===== src/pds_pkg.sv =====
// Package of constants for the power-domain and reset-default block.
// Assumes a 100 MHz system clock and a plain strobe register port.
package pds_pkg;
  // ********************
  // Register map
  // ********************
  localparam logic [7:0] SLOW_CLOCK_PRESENCE_ADDR = 8'hf0;
  localparam logic [7:0] PIN_CONTROL_ADDR = 8'hf1;
  localparam logic [7:0] POWER_STATUS_ADDR = 8'hf2;
  localparam int SLOW_CLOCK_ABSENT_BIT = 0;
  localparam logic SLOW_CLOCK_PRESENCE_RESET = 1'h0;
  // Pin control fields.
  localparam int ACTIVATE_BIT = 0;
  localparam int KBD_FUNC_BIT = 1;
  localparam int GATE_FUNC_BIT = 2;
  localparam int IR_TIMEOUT_EN_BIT = 3;
  localparam int FAN_INVERT_BIT = 4;
  localparam logic [7:0] PIN_CONTROL_RESET = 8'h00;
  // ********************
  // Configuration base
  // ********************
  localparam logic [11:0] CONFIG_BASE_LOW = 12'h02e;
  localparam logic [11:0] CONFIG_BASE_HIGH = 12'h04e;
  // ********************
  // Clocks
  // ********************
  localparam int SYS_CLK_HZ = 100_000_000;
  localparam int REF_CLK_HZ = 14_318_180;
  localparam int SLOW_CLK_HZ = 32_768;
  // Half period of the derived slow clock in reference ticks.
  localparam int DERIVED_HALF_TICKS = REF_CLK_HZ / (2 * SLOW_CLK_HZ);
  localparam int DIV_WIDTH = 9;
  // Power sequencing states.
  typedef enum logic [2:0] {
    PDS_OFF = 3'b001,
    PDS_HOLD = 3'b010,
    PDS_RUN = 3'b100
  } pds_state_t;
endpackage


===== src/pds_sync.sv =====
// Two flip-flop synchroniser for one level.
// Assumes the destination reset is asynchronous and active low.
`timescale 1ns/1ps
`default_nettype none
module pds_sync
(
  // Clock and reset.
  input wire logic i_clk,
  input wire logic i_rst_n,
  // Data.
  input wire logic i_d,
  output logic o_q
);
  logic first;
  // The first stage feeds only the second stage.
  always_ff @(posedge i_clk or negedge i_rst_n)
  begin
    if (!i_rst_n)
    begin
      first <= 1'b0;
      o_q <= 1'b0;
    end
    else
    begin
      first <= i_d;
      o_q <= first;
    end
  end
endmodule
`default_nettype wire


===== src/pds_slow_clock.sv =====
// Derived slow-clock tick generator and source selector.
// Assumes the reference clock is already sampled into the system domain.
`timescale 1ns/1ps
`default_nettype none
module pds_slow_clock
#(
  parameter int HALF_TICKS = pds_pkg::DERIVED_HALF_TICKS
)
(
  // Clock and reset.
  input wire logic i_clk,
  input wire logic i_rst_n,
  // Sources.
  input wire logic i_ref_level,
  input wire logic i_ext_level,
  input wire logic i_use_derived,
  // Selected slow clock level.
  output logic o_slow
);
  logic ref_prev;
  logic [pds_pkg::DIV_WIDTH-1:0] count;
  logic derived;
  logic next_ref_prev;
  logic [pds_pkg::DIV_WIDTH-1:0] next_count;
  logic next_derived;
  logic next_slow;
  // Divide reference edges down to a nominal 32 kHz square wave.
  always_comb
  begin
    next_ref_prev = i_ref_level;
    next_count = count;
    next_derived = derived;
    if (i_ref_level && !ref_prev)
    begin
      if (count == pds_pkg::DIV_WIDTH'(HALF_TICKS - 1))
      begin
        next_count = '0;
        next_derived = !derived;
      end
      else
      begin
        next_count = count + pds_pkg::DIV_WIDTH'(1);
      end
    end
    next_slow = i_use_derived ? derived : i_ext_level;
  end
  always_ff @(posedge i_clk or negedge i_rst_n)
  begin
    if (!i_rst_n)
    begin
      ref_prev <= 1'b0;
      count <= '0;
      derived <= 1'b0;
      o_slow <= 1'b0;
    end
    else
    begin
      ref_prev <= next_ref_prev;
      count <= next_count;
      derived <= next_derived;
      o_slow <= next_slow;
    end
  end
endmodule
`default_nettype wire


===== src/pds_power_domain.sv =====
// Power-domain gating and reset defaults for the I/O controller pins.
// Assumes the standby rail reset is i_arst_n and main supply good is a pin.
//
// Decided for this implementation: strobed register access.
`timescale 1ns/1ps
`default_nettype none
module pds_power_domain
(
  // Clock and standby reset.
  input wire logic i_sys_clk,
  input wire logic i_arst_n,
  // Supply and platform pins.
  input wire logic i_main_supply_ok,
  input wire logic i_platform_reset_in_n,
  input wire logic i_hard_reset,
  input wire logic i_config_base_strap,
  // Clock source pins.
  input wire logic i_slow_clock_in,
  input wire logic i_ref_clock_in,
  // Host register port.
  input wire logic [7:0] i_addr,
  input wire logic [7:0] i_wdata,
  input wire logic i_wr,
  input wire logic i_rd,
  output logic [7:0] o_rdata,
  // Function inputs.
  input wire logic i_uart2_txd,
  input wire logic [1:0] i_fan_pwm,
  input wire logic [1:0] i_fan_gpio,
  input wire logic [1:0] i_led,
  input wire logic i_kbd_reset_func,
  input wire logic i_gate_a20_func,
  input wire logic i_wake_event,
  // Pins driven.
  output logic o_infrared_transmit_pin_a,
  output logic o_infrared_transmit_pin_b,
  output logic o_fan_drive_out_1,
  output logic o_fan_drive_out_2,
  output logic o_indicator_out_1,
  output logic o_indicator_out_2,
  output logic o_keyboard_reset_out,
  output logic o_keyboard_reset_oe,
  output logic o_gate_a20_out,
  output logic o_gate_a20_oe,
  output logic o_wake_event_out_n,
  // Status.
  output logic [11:0] o_config_base,
  output logic o_ir_timeout_en,
  output logic o_main_domain_rst_n,
  output logic o_slow_clock
);
  // ********************
  // Reset and input synchronisers
  // ********************
  logic rst_n;
  logic supply_ok;
  logic plat_rst_n;
  logic hard_rst;
  logic strap;
  logic slow_in;
  logic ref_in;
  // Release the standby reset through two flops; assertion stays asynchronous.
  pds_sync u_sync_rst (.i_clk(i_sys_clk), .i_rst_n(i_arst_n), .i_d(1'b1), .o_q(rst_n));
  pds_sync u_sync_ok (.i_clk(i_sys_clk), .i_rst_n(rst_n), .i_d(i_main_supply_ok), .o_q(supply_ok));
  pds_sync u_sync_prst (.i_clk(i_sys_clk), .i_rst_n(rst_n), .i_d(i_platform_reset_in_n),
    .o_q(plat_rst_n));
  pds_sync u_sync_hrst (.i_clk(i_sys_clk), .i_rst_n(rst_n), .i_d(i_hard_reset), .o_q(hard_rst));
  pds_sync u_sync_strap (.i_clk(i_sys_clk), .i_rst_n(rst_n), .i_d(i_config_base_strap),
    .o_q(strap));
  pds_sync u_sync_slow (.i_clk(i_sys_clk), .i_rst_n(rst_n), .i_d(i_slow_clock_in), .o_q(slow_in));
  pds_sync u_sync_ref (.i_clk(i_sys_clk), .i_rst_n(rst_n), .i_d(i_ref_clock_in), .o_q(ref_in));

  // ********************
  // Power sequencing
  // ********************
  pds_pkg::pds_state_t state;
  pds_pkg::pds_state_t next_state;
  logic main_reset;
  // Main domain sits in reset while supply is bad or a reset is asserted.
  always_comb
  begin
    main_reset = 1'b1;
    case (state)
      pds_pkg::PDS_OFF:
        next_state = supply_ok ? pds_pkg::PDS_HOLD : pds_pkg::PDS_OFF;
      pds_pkg::PDS_HOLD:
      begin
        if (!supply_ok)
          next_state = pds_pkg::PDS_OFF;
        else if (plat_rst_n && !hard_rst)
          next_state = pds_pkg::PDS_RUN;
        else
          next_state = pds_pkg::PDS_HOLD;
      end
      pds_pkg::PDS_RUN:
      begin
        main_reset = 1'b0;
        if (!supply_ok)
          next_state = pds_pkg::PDS_OFF;
        else if (!plat_rst_n || hard_rst)
          next_state = pds_pkg::PDS_HOLD;
        else
          next_state = pds_pkg::PDS_RUN;
      end
      default:
        next_state = pds_pkg::PDS_OFF;
    endcase
  end
  always_ff @(posedge i_sys_clk or negedge rst_n)
  begin
    if (!rst_n)
      state <= pds_pkg::PDS_OFF;
    else
      state <= next_state;
  end

  // ********************
  // Registers
  // ********************
  // Presence lives on standby; pin control is main-domain except the pin mode bits.
  logic absent;
  logic activate;
  logic kbd_func;
  logic gate_func;
  logic ir_to_en;
  logic fan_inv;
  logic [11:0] base;
  logic strap_taken;
  logic next_absent;
  logic next_activate;
  logic next_kbd_func;
  logic next_gate_func;
  logic next_ir_to_en;
  logic next_fan_inv;
  logic [11:0] next_base;
  logic next_strap_taken;
  logic [7:0] next_rdata;
  logic host_ok;
  always_comb
  begin
    host_ok = (state == pds_pkg::PDS_RUN);
    next_absent = absent;
    next_activate = activate;
    next_kbd_func = kbd_func;
    next_gate_func = gate_func;
    next_ir_to_en = ir_to_en;
    next_fan_inv = fan_inv;
    next_base = base;
    next_strap_taken = strap_taken;
    next_rdata = 8'h00;
    // The strap is taken once the main domain leaves reset.
    if (main_reset)
      next_strap_taken = 1'b0;
    else if (!strap_taken)
    begin
      next_strap_taken = 1'b1;
      next_base = strap ? pds_pkg::CONFIG_BASE_HIGH : pds_pkg::CONFIG_BASE_LOW;
    end
    if (host_ok && i_wr)
    begin
      case (i_addr)
        pds_pkg::SLOW_CLOCK_PRESENCE_ADDR:
          next_absent = i_wdata[pds_pkg::SLOW_CLOCK_ABSENT_BIT];
        pds_pkg::PIN_CONTROL_ADDR:
        begin
          next_activate = i_wdata[pds_pkg::ACTIVATE_BIT];
          next_kbd_func = i_wdata[pds_pkg::KBD_FUNC_BIT];
          next_gate_func = i_wdata[pds_pkg::GATE_FUNC_BIT];
          next_ir_to_en = i_wdata[pds_pkg::IR_TIMEOUT_EN_BIT];
          next_fan_inv = i_wdata[pds_pkg::FAN_INVERT_BIT];
        end
        default:
          next_absent = absent;
      endcase
    end
    if (host_ok && i_rd)
    begin
      case (i_addr)
        pds_pkg::SLOW_CLOCK_PRESENCE_ADDR:
          next_rdata = {7'h00, absent};
        pds_pkg::PIN_CONTROL_ADDR:
          next_rdata = {3'h0, fan_inv, ir_to_en, gate_func, kbd_func, activate};
        pds_pkg::POWER_STATUS_ADDR:
          next_rdata = {4'h0, strap, state};
        default:
          next_rdata = 8'h00;
      endcase
    end
    // Main-domain settings drop back when the supply goes or a reset hits.
    if (main_reset)
    begin
      next_activate = 1'b0;
      next_ir_to_en = 1'b0;
      next_fan_inv = 1'b0;
    end
  end
  // Standby reset clears everything but the base, which loads CONFIG_BASE_LOW, including the pin mode bits.
  always_ff @(posedge i_sys_clk or negedge rst_n)
  begin
    if (!rst_n)
    begin
      absent <= pds_pkg::SLOW_CLOCK_PRESENCE_RESET;
      activate <= 1'b0;
      kbd_func <= 1'b0;
      gate_func <= 1'b0;
      ir_to_en <= 1'b0;
      fan_inv <= 1'b0;
      base <= pds_pkg::CONFIG_BASE_LOW;
      strap_taken <= 1'b0;
      o_rdata <= 8'h00;
    end
    else
    begin
      absent <= next_absent;
      activate <= next_activate;
      kbd_func <= next_kbd_func;
      gate_func <= next_gate_func;
      ir_to_en <= next_ir_to_en;
      fan_inv <= next_fan_inv;
      base <= next_base;
      strap_taken <= next_strap_taken;
      o_rdata <= next_rdata;
    end
  end

  // ********************
  // Slow clock
  // ********************
  logic slow_sel;
  // The derived source is only valid while the main supply runs the reference.
  pds_slow_clock u_slow (
    .i_clk(i_sys_clk),
    .i_rst_n(rst_n),
    .i_ref_level(ref_in),
    .i_ext_level(slow_in),
    .i_use_derived(absent),
    .o_slow(slow_sel)
  );

  // ********************
  // Pin outputs
  // ********************
  logic next_ir;
  logic [1:0] next_fan;
  // Standby-powered pins stay under logic control whatever the supply does.
  always_comb
  begin
    next_ir = (activate && !main_reset) ? i_uart2_txd : 1'b0;
    if (main_reset && supply_ok)
      next_fan = 2'b00;
    else if (!supply_ok)
      next_fan = i_fan_gpio;
    else
      next_fan = fan_inv ? ~i_fan_pwm : i_fan_pwm;
  end
  always_ff @(posedge i_sys_clk or negedge rst_n)
  begin
    if (!rst_n)
    begin
      o_infrared_transmit_pin_a <= 1'b0;
      o_infrared_transmit_pin_b <= 1'b0;
      o_fan_drive_out_1 <= 1'b0;
      o_fan_drive_out_2 <= 1'b0;
      o_indicator_out_1 <= 1'b0;
      o_indicator_out_2 <= 1'b0;
      o_keyboard_reset_out <= 1'b1;
      o_keyboard_reset_oe <= 1'b0;
      o_gate_a20_out <= 1'b1;
      o_gate_a20_oe <= 1'b0;
      o_wake_event_out_n <= 1'b1;
      o_config_base <= pds_pkg::CONFIG_BASE_LOW;
      o_ir_timeout_en <= 1'b0;
      o_main_domain_rst_n <= 1'b0;
      o_slow_clock <= 1'b0;
    end
    else
    begin
      o_infrared_transmit_pin_a <= next_ir;
      o_infrared_transmit_pin_b <= next_ir;
      o_fan_drive_out_1 <= next_fan[0];
      o_fan_drive_out_2 <= next_fan[1];
      o_indicator_out_1 <= i_led[0];
      o_indicator_out_2 <= i_led[1];
      o_keyboard_reset_out <= i_kbd_reset_func;
      o_keyboard_reset_oe <= kbd_func && !main_reset;
      o_gate_a20_out <= i_gate_a20_func;
      o_gate_a20_oe <= gate_func && !main_reset;
      o_wake_event_out_n <= !i_wake_event;
      o_config_base <= base;
      o_ir_timeout_en <= ir_to_en && supply_ok;
      o_main_domain_rst_n <= !main_reset;
      o_slow_clock <= slow_sel;
    end
  end

  // ********************
  // Assertions
  // ********************
  a_host_gated: assert property (@(posedge i_sys_clk) disable iff (!rst_n)
    !supply_ok |=> ##1 o_rdata == 8'h00) else $error("read answered without supply");
  a_ir_timeout_off: assert property (@(posedge i_sys_clk) disable iff (!rst_n)
    !supply_ok |=> !o_ir_timeout_en) else $error("timeout on without supply");
  a_ir_low_idle: assert property (@(posedge i_sys_clk) disable iff (!rst_n)
    !activate |=> !o_infrared_transmit_pin_a && !o_infrared_transmit_pin_b)
    else $error("infrared not low");
  a_fan_reset_low: assert property (@(posedge i_sys_clk) disable iff (!rst_n)
    (main_reset && supply_ok) |=> !o_fan_drive_out_1 && !o_fan_drive_out_2)
    else $error("fan not low in reset");
  a_fan_gpio_off: assert property (@(posedge i_sys_clk) disable iff (!rst_n)
    !supply_ok |=> o_fan_drive_out_1 == $past(i_fan_gpio[0]))
    else $error("fan not plain output");
  a_main_held: assert property (@(posedge i_sys_clk) disable iff (!rst_n)
    !supply_ok |-> ##2 !o_main_domain_rst_n) else $error("main domain not held");
  a_kbd_input: assert property (@(posedge i_sys_clk) disable iff (!rst_n)
    !kbd_func |=> !o_keyboard_reset_oe) else $error("keyboard pin driven");
  a_base_select: assert property (@(posedge i_sys_clk) disable iff (!rst_n)
    (!main_reset && !strap_taken) |=> base == (($past(strap)) ? pds_pkg::CONFIG_BASE_HIGH
    : pds_pkg::CONFIG_BASE_LOW)) else $error("wrong config base");
endmodule
`default_nettype wire


===== config.mk =====
export PLATFORM = sky130hd
export DESIGN_NAME = pds_power_domain
export DESIGN_NICKNAME = d
export VERILOG_FILES = /design/src/pds_pkg.sv /design/src/pds_sync.sv /design/src/pds_slow_clock.sv /design/src/pds_power_domain.sv
export SDC_FILE = /design/constraint.sdc
export NUM_CORES = 1
export LEC_CHECK = 0
export BUFFER_PORTS_ARGS = -buffer_cell sky130_fd_sc_hd__buf_2
export CORE_ASPECT_RATIO = 1.2
export CORE_MARGIN = 8
export CORE_UTILIZATION = 30
export CTS_BUF_LIST = sky130_fd_sc_hd__clkbuf_4
export DETAILED_ROUTE_END_ITERATION = 8
export GPL_ROUTABILITY_DRIVEN = 1
export PLACE_DENSITY = 0.56
export SYNTH_ARGS = -nofsm -noshare
export SYNTH_HDL_FRONTEND = slang
export SYNTH_SLANG_ARGS = --single-unit

===== constraint.sdc =====
create_clock -name i_sys_clk -period 1.9 [get_ports i_sys_clk]
set_input_delay 0.095 -clock i_sys_clk [delete_from_list [all_inputs] [get_ports i_sys_clk]]
set_output_delay 0.095 -clock i_sys_clk [all_outputs]
set_load 0.01 [all_outputs]

=== Word level (Yosys, flattened, before mapping) ===
Cells that the tools add are included.

* Word-level logic and storage cells: 100
* Flip-flop bits (word level): 81

* Bitwise logic cells: 2
* Equality and inequality tests: 9
* Add/subtract/negate cells: 1
* Reduce and logical (&&, ||, !) cells: 20
* Muxes and demuxes: 26

{| class="wikitable"
|+ Operator list
! operator !! number
|-
| $eq A8 B8 Y1 const B || 3
|-
| $pmux W5 S3 || 1
|-
| $mux W1 || 13
|-
| $mux W3 || 4
|-
| $reduce_and A2 Y1 || 5
|-
| $add A9 B1 Y9 const B || 1
|-
| $eq A9 B8 Y1 const B || 1
|-
| $logic_and A1 B1 Y1 || 9
|-
| $mux W9 || 1
|-
| $pmux W3 S3 || 1
|-
| $mux W2 || 4
|-
| $mux W7 || 1
|-
| $logic_not A1 Y1 || 5
|-
| $mux W5 || 1
|-
| $ne A2 B1 Y1 const B || 2
|-
| $eq A3 B1 Y1 const B || 1
|-
| $eq A3 B2 Y1 const B || 1
|-
| $eq A3 B3 Y1 const B || 1
|-
| $not A2 Y2 || 1
|-
| $logic_or A1 B1 Y1 || 1
|-
| $not A1 Y1 || 1
|}

=== Longest topological paths before layout ===
* Depth in word-level cells: 5
* Gate-level depth with buffers: 6

=== Cells and area by module ===
Synthesis repeated with hierarchy kept, for this count alone.

* Cells, all modules: 181
* Area total of the unflattened synthesis: 2273.4 um^2

{| class="wikitable"
|+ Modules (own cells, without submodules)
! module !! area an instance (um^2) !! cells an instance !! times used !! seq. area each (um^2)
|-
| pds_power_domain || 1328.8 || 112 || 1 || 783.3
|-
| pds_slow_clock || 594.3 || 55 || 1 || 300.3
|-
| pds_sync || 50.0 || 2 || 7 || 50.0
|}

=== Worst setup path after synthesis ===
OpenSTA, ideal clock, no wires.

* Path kind: register to register
* Start point: reg state[1]
* End point: reg gate_func
* Clock period less this slack: 1.813 ns
* Cell stages (with the launch flop): 6
* Data arrival time: 1.685 ns
* Library setup time: 0.127 ns
* Path slack: 0.087 ns
* Data required time: 1.773 ns
* Path buffers: 1
* Cell sequence: dfrtp_1 -> or3b_1 -> buf_6 -> nor4_4 -> and3_1 -> mux2_1

* Cells in the longest elaborated chain, start to end: 3

{| class="wikitable"
|+ RTL lines
! element !! line !! RTL
|-
| start, declared || pds_power_domain.sv:76 || <nowiki>pds_pkg::pds_state_t state;</nowiki>
|-
| start signal, assigned || pds_power_domain.sv:112 || <nowiki>state <= pds_pkg::PDS_OFF;</nowiki>
|-
| start signal, assigned || pds_power_domain.sv:114 || <nowiki>state <= next_state;</nowiki>
|-
| $eq A3 B3 Y1 || pds_power_domain.sv:141 || <nowiki>host_ok = (state == pds_pkg::PDS_RUN);</nowiki>
|-
| $logic_and A1 B1 Y1 || pds_power_domain.sv:159 || <nowiki>if (host_ok && i_wr)</nowiki>
|-
| $reduce_and A2 Y1 (no line) || - ||
|-
| end signal, assigned || pds_power_domain.sv:217 || <nowiki>gate_func <= next_gate_func;</nowiki>
|-
| end, declared || pds_power_domain.sv:124 || <nowiki>logic gate_func;</nowiki>
|}

Every way passes these cells.
A chain may end at the register's enable or synchronous reset.

=== Worst setup path after layout ===
* Start point: reg state[0]
* End point: reg kbd_func

* Cells in the longest elaborated chain, start to end: 3

{| class="wikitable"
|+ RTL lines
! element !! line !! RTL
|-
| $eq A3 B3 Y1 || pds_power_domain.sv:141 ||
|-
| $logic_and A1 B1 Y1 || pds_power_domain.sv:159 ||
|-
| $reduce_and A2 Y1 (no line) || - ||
|-
| end signal, assigned || pds_power_domain.sv:216 || <nowiki>kbd_func <= next_kbd_func;</nowiki>
|-
| end, declared || pds_power_domain.sv:123 || <nowiki>logic kbd_func;</nowiki>
|}

Every way passes these cells.

==> qor.yml <==
synth:
  synthCells: 179
  synth.distinct_cells: 36
  synth-seq-cells: 57
  yosysWarnings: 0
  netlist_area_mm2: 0.00222
  average_cell_area_after_synthesis_um2: 12.4
  yosysSeqAreaShare_pct: 64.7
global_route:
  grt_antenna_before_repair: 0
  grt_max_degree: 36
  grt_pass1_wl_um: 7710
  grt_usage_pct: 9.70
  grt_overflow: 0
  number_of_global_route_vias_before_repair: 1640
flow_run:
  max_cap_violations: 0
finish:
  area.sequential_mm2: 0.00144
  nets: 306
  layout.cells.non_filler: 363
  multi_input_area_um2: 682
  layout.cells.most_common_list: "53 x buf_2, 50 x dfrtp_1, 23 x dlygate4sd3_1"
  layout.cells.most_common: "buf_2"
  antenna_cells_inserted: 0
  area_delta_synth_final_pct: 32.9
  fillers: 696
  post_route_cells_drive_above_1_share_pct: 31.5
floorplan:
  row_count: 34
  die_w_um: 94.5
  io-pin-count: 70
  die_h_um: 110
  design.die.area_mm2: 0.0104
  start_util_pct: 30.8
  core_region_area_mm2: 0.00719
critical_path:
  element_type_at_the_critical_path_end: "register"
  worst-endpoint-required_ps: 2180
  arrival_ps: 2070
  path_max_fanout: 6
  timing.critical_path.from_type: "register"
  worst-setup-path-type: "reg -> reg"
place:
  dpl.cell_count: 324
  finalWeightedCongestion: 0.787
  detailed_place_hpwl_um: 3260
  io_buffer_count: 53
sta:
  max_clock_freq_mhz: 559
  finalSetupViolCount: 0
  holdWs_ps: 35.2
  slew_limit_fails: 0
  slew_headroom_pct: 61.5
  timing_hold_violations_final: 0
  rsz0062_at_grt: "false"
  skew_ps: 17.1
  min_period_over_period_pct: 94.2
  finalSetupTns_ps: 0
  worstMarginPinSlew_ps: 577
  post-route-min-period_ps: 1790
clocking:
  post-cts-setup-buffer-count: 0
  numCtsBuffers: 9
  numClockSinks: 57
  clkTransAtPathRegs_ps: 100
  holdBufCountCts: 23
  cts_root_buffer: "clkbuf_4"
  clkLatencyLatePin_ps: 390
  tritoncts: "built"
  cts_buffer_depth: 2
  clock_tree.htree_level_count: 3
  cts-resized-gates: 0
power_and_ir_drop:
  swShare_pct: 26.5
  power.combinational.fraction_pct: 12.1
  seq_power_share_pct: 54.6
  power.leakage_uw: 0.00146
  p_int_uw: 1900
  power_density_mw_per_mm2: 875
  share_clk_of_total_power_pct: 33.2
  switching_power_uw: 684
  max-vdd-ir-drop_v: 0.000399
detailed_routing:
  top_layer_used: "met4"
  route.vias.total: 1558
  wire_length_on_met3_um: 506
  wl_met1_um: 1850
  drcViolationCount: 0
  detail-route-antenna-nets: 0
  drt_first_pass_iters: 4
  dr.first_iter.drc_count: 41
  postRouteWirelength_um: 4630
  met2_length_um: 2190
  detail_route.wl_per_cell_um: 12.8
  drt-vias-per-instance: 4.29
outcome:
  outcome: "finished clean"
hold_path:
  hold_path_class: "in -> reg"
[routing by layer]
metal | up-vias | track usage [%]
met4 | 0 | 5.70
met1 | 734 | 10.9
li1 | 754 | -
met2 | 61 | 14.7
met3 | 9 | 4.74
met5 | - | 0
[critical path, cell delays in order, from the launching register on]
cell and delay, ps:
dfstp_2 410, or3b_1 410, nor4_4 270, and3_1 260
mux2_1 330
[Yosys cell counts (all sizes together)]
cell	number	area [um2]
and3	4	25.0
xnor2	3	26.3
xor2	4	35.0
ha	2	25.0
nor2b	4	25.0
o21ai	7	35.0
clkbuf	2	7.51
a31oi	3	18.8
inv	6	22.5
a21oi	6	30.0
nor3	2	10.0
nand3b	1	7.51
o21a	1	7.51
dfrtp	51	1280
or3b	1	8.76
a41oi	1	8.76
buf	15	116
nor3b	1	7.51
nor4	2	27.5
a22oi	3	22.5
and2	4	25.0
mux2i	5	50.1
nand2	10	37.5
conb	2	7.51
nand3	7	35.0
nand4	3	18.8
nor2	13	48.8
mux2	5	56.3
nor4b	2	17.5
or3	1	6.26
nand2b	1	6.26
o31ai	1	7.51
dfstp	6	158
[cell type report]
cell class | count | area share, %
sequential | 57 | 48.7
multi-input combinational | 111 | 23.1
timing repair buffer | 83 | 19.0
tap | 90 | 3.82
clock buffer | 10 | 2.55
clock inverter | 6 | 2.00
inverter | 6 | 0.764
[sequential cells by signal, indices dropped and copies added, names as in the netlist, 2 cells and up]
signal	count
o_config_base	2
o_rdata	5
u_slow.count	9
state	3
base	2
[power groups by stage]
stage	clock network, uW	logic [uW]	registers [uW]
final	857	313	1410
after global placement	0	276	1430
after detailed placement	0	278	1440
after floorplan	0	176	1440
after CTS	894	316	1410
after global routing	948	352	1430
[metrics by stage]
stage | total power (uW) | area [um2] | worst slack, ps | utilization (%)
6_report | 2580 | 2950 | 110 | 41.0
3_5_place_dp | 1710 | 2580 | 123 | 35.9
3_3_place_gp | 1710 | 2580 | 160 | 35.9
2_1_floorplan | 1610 | 2260 | 87.2 | -
4_1_cts | 2620 | 2950 | 99.1 | 41.0
5_1_grt | 2730 | 2950 | 46.0 | 41.0
[logic make-up (layout without fill, tap and decap cells)]
group                    Yosys count  count (layout)  share of synthesized area (%)
flip-flops                        57              57                           64.7
buffers and inverters             23             105                           6.60
XOR/XNOR                           7               7                           2.77
AND/OR/NAND/NOR                   56              56                           13.8
other                              2              14                          0.339
adder cells (fa/ha/maj)            2               2                           1.13
multiplexers                      10              10                           4.80
AO/OA/AOI/OAI                     22              22                           5.87
[path summary, 6_finish.rpt]
| check | from | end | depth (start not counted) | slack [ps] |
|---|---|---|---|---|
| setup / recovery | state[0] | kbd_func | 4 | 110 |
| hold / removal | i_rd | o_rdata[0] | 3 | 40 |
| setup reg to reg | state[0] | kbd_func | 4 | 110 |
| hold reg to reg | u_sync_rst.o_q | u_sync_ok.o_q | 0 | 210 |
| max in group asynchronous | u_sync_rst.o_q | base[5] | 1 | 1090 |
| min in group asynchronous | u_sync_rst.o_q | u_sync_ok.o_q | 0 | 210 |
Power figures use the tool's default switching activity.
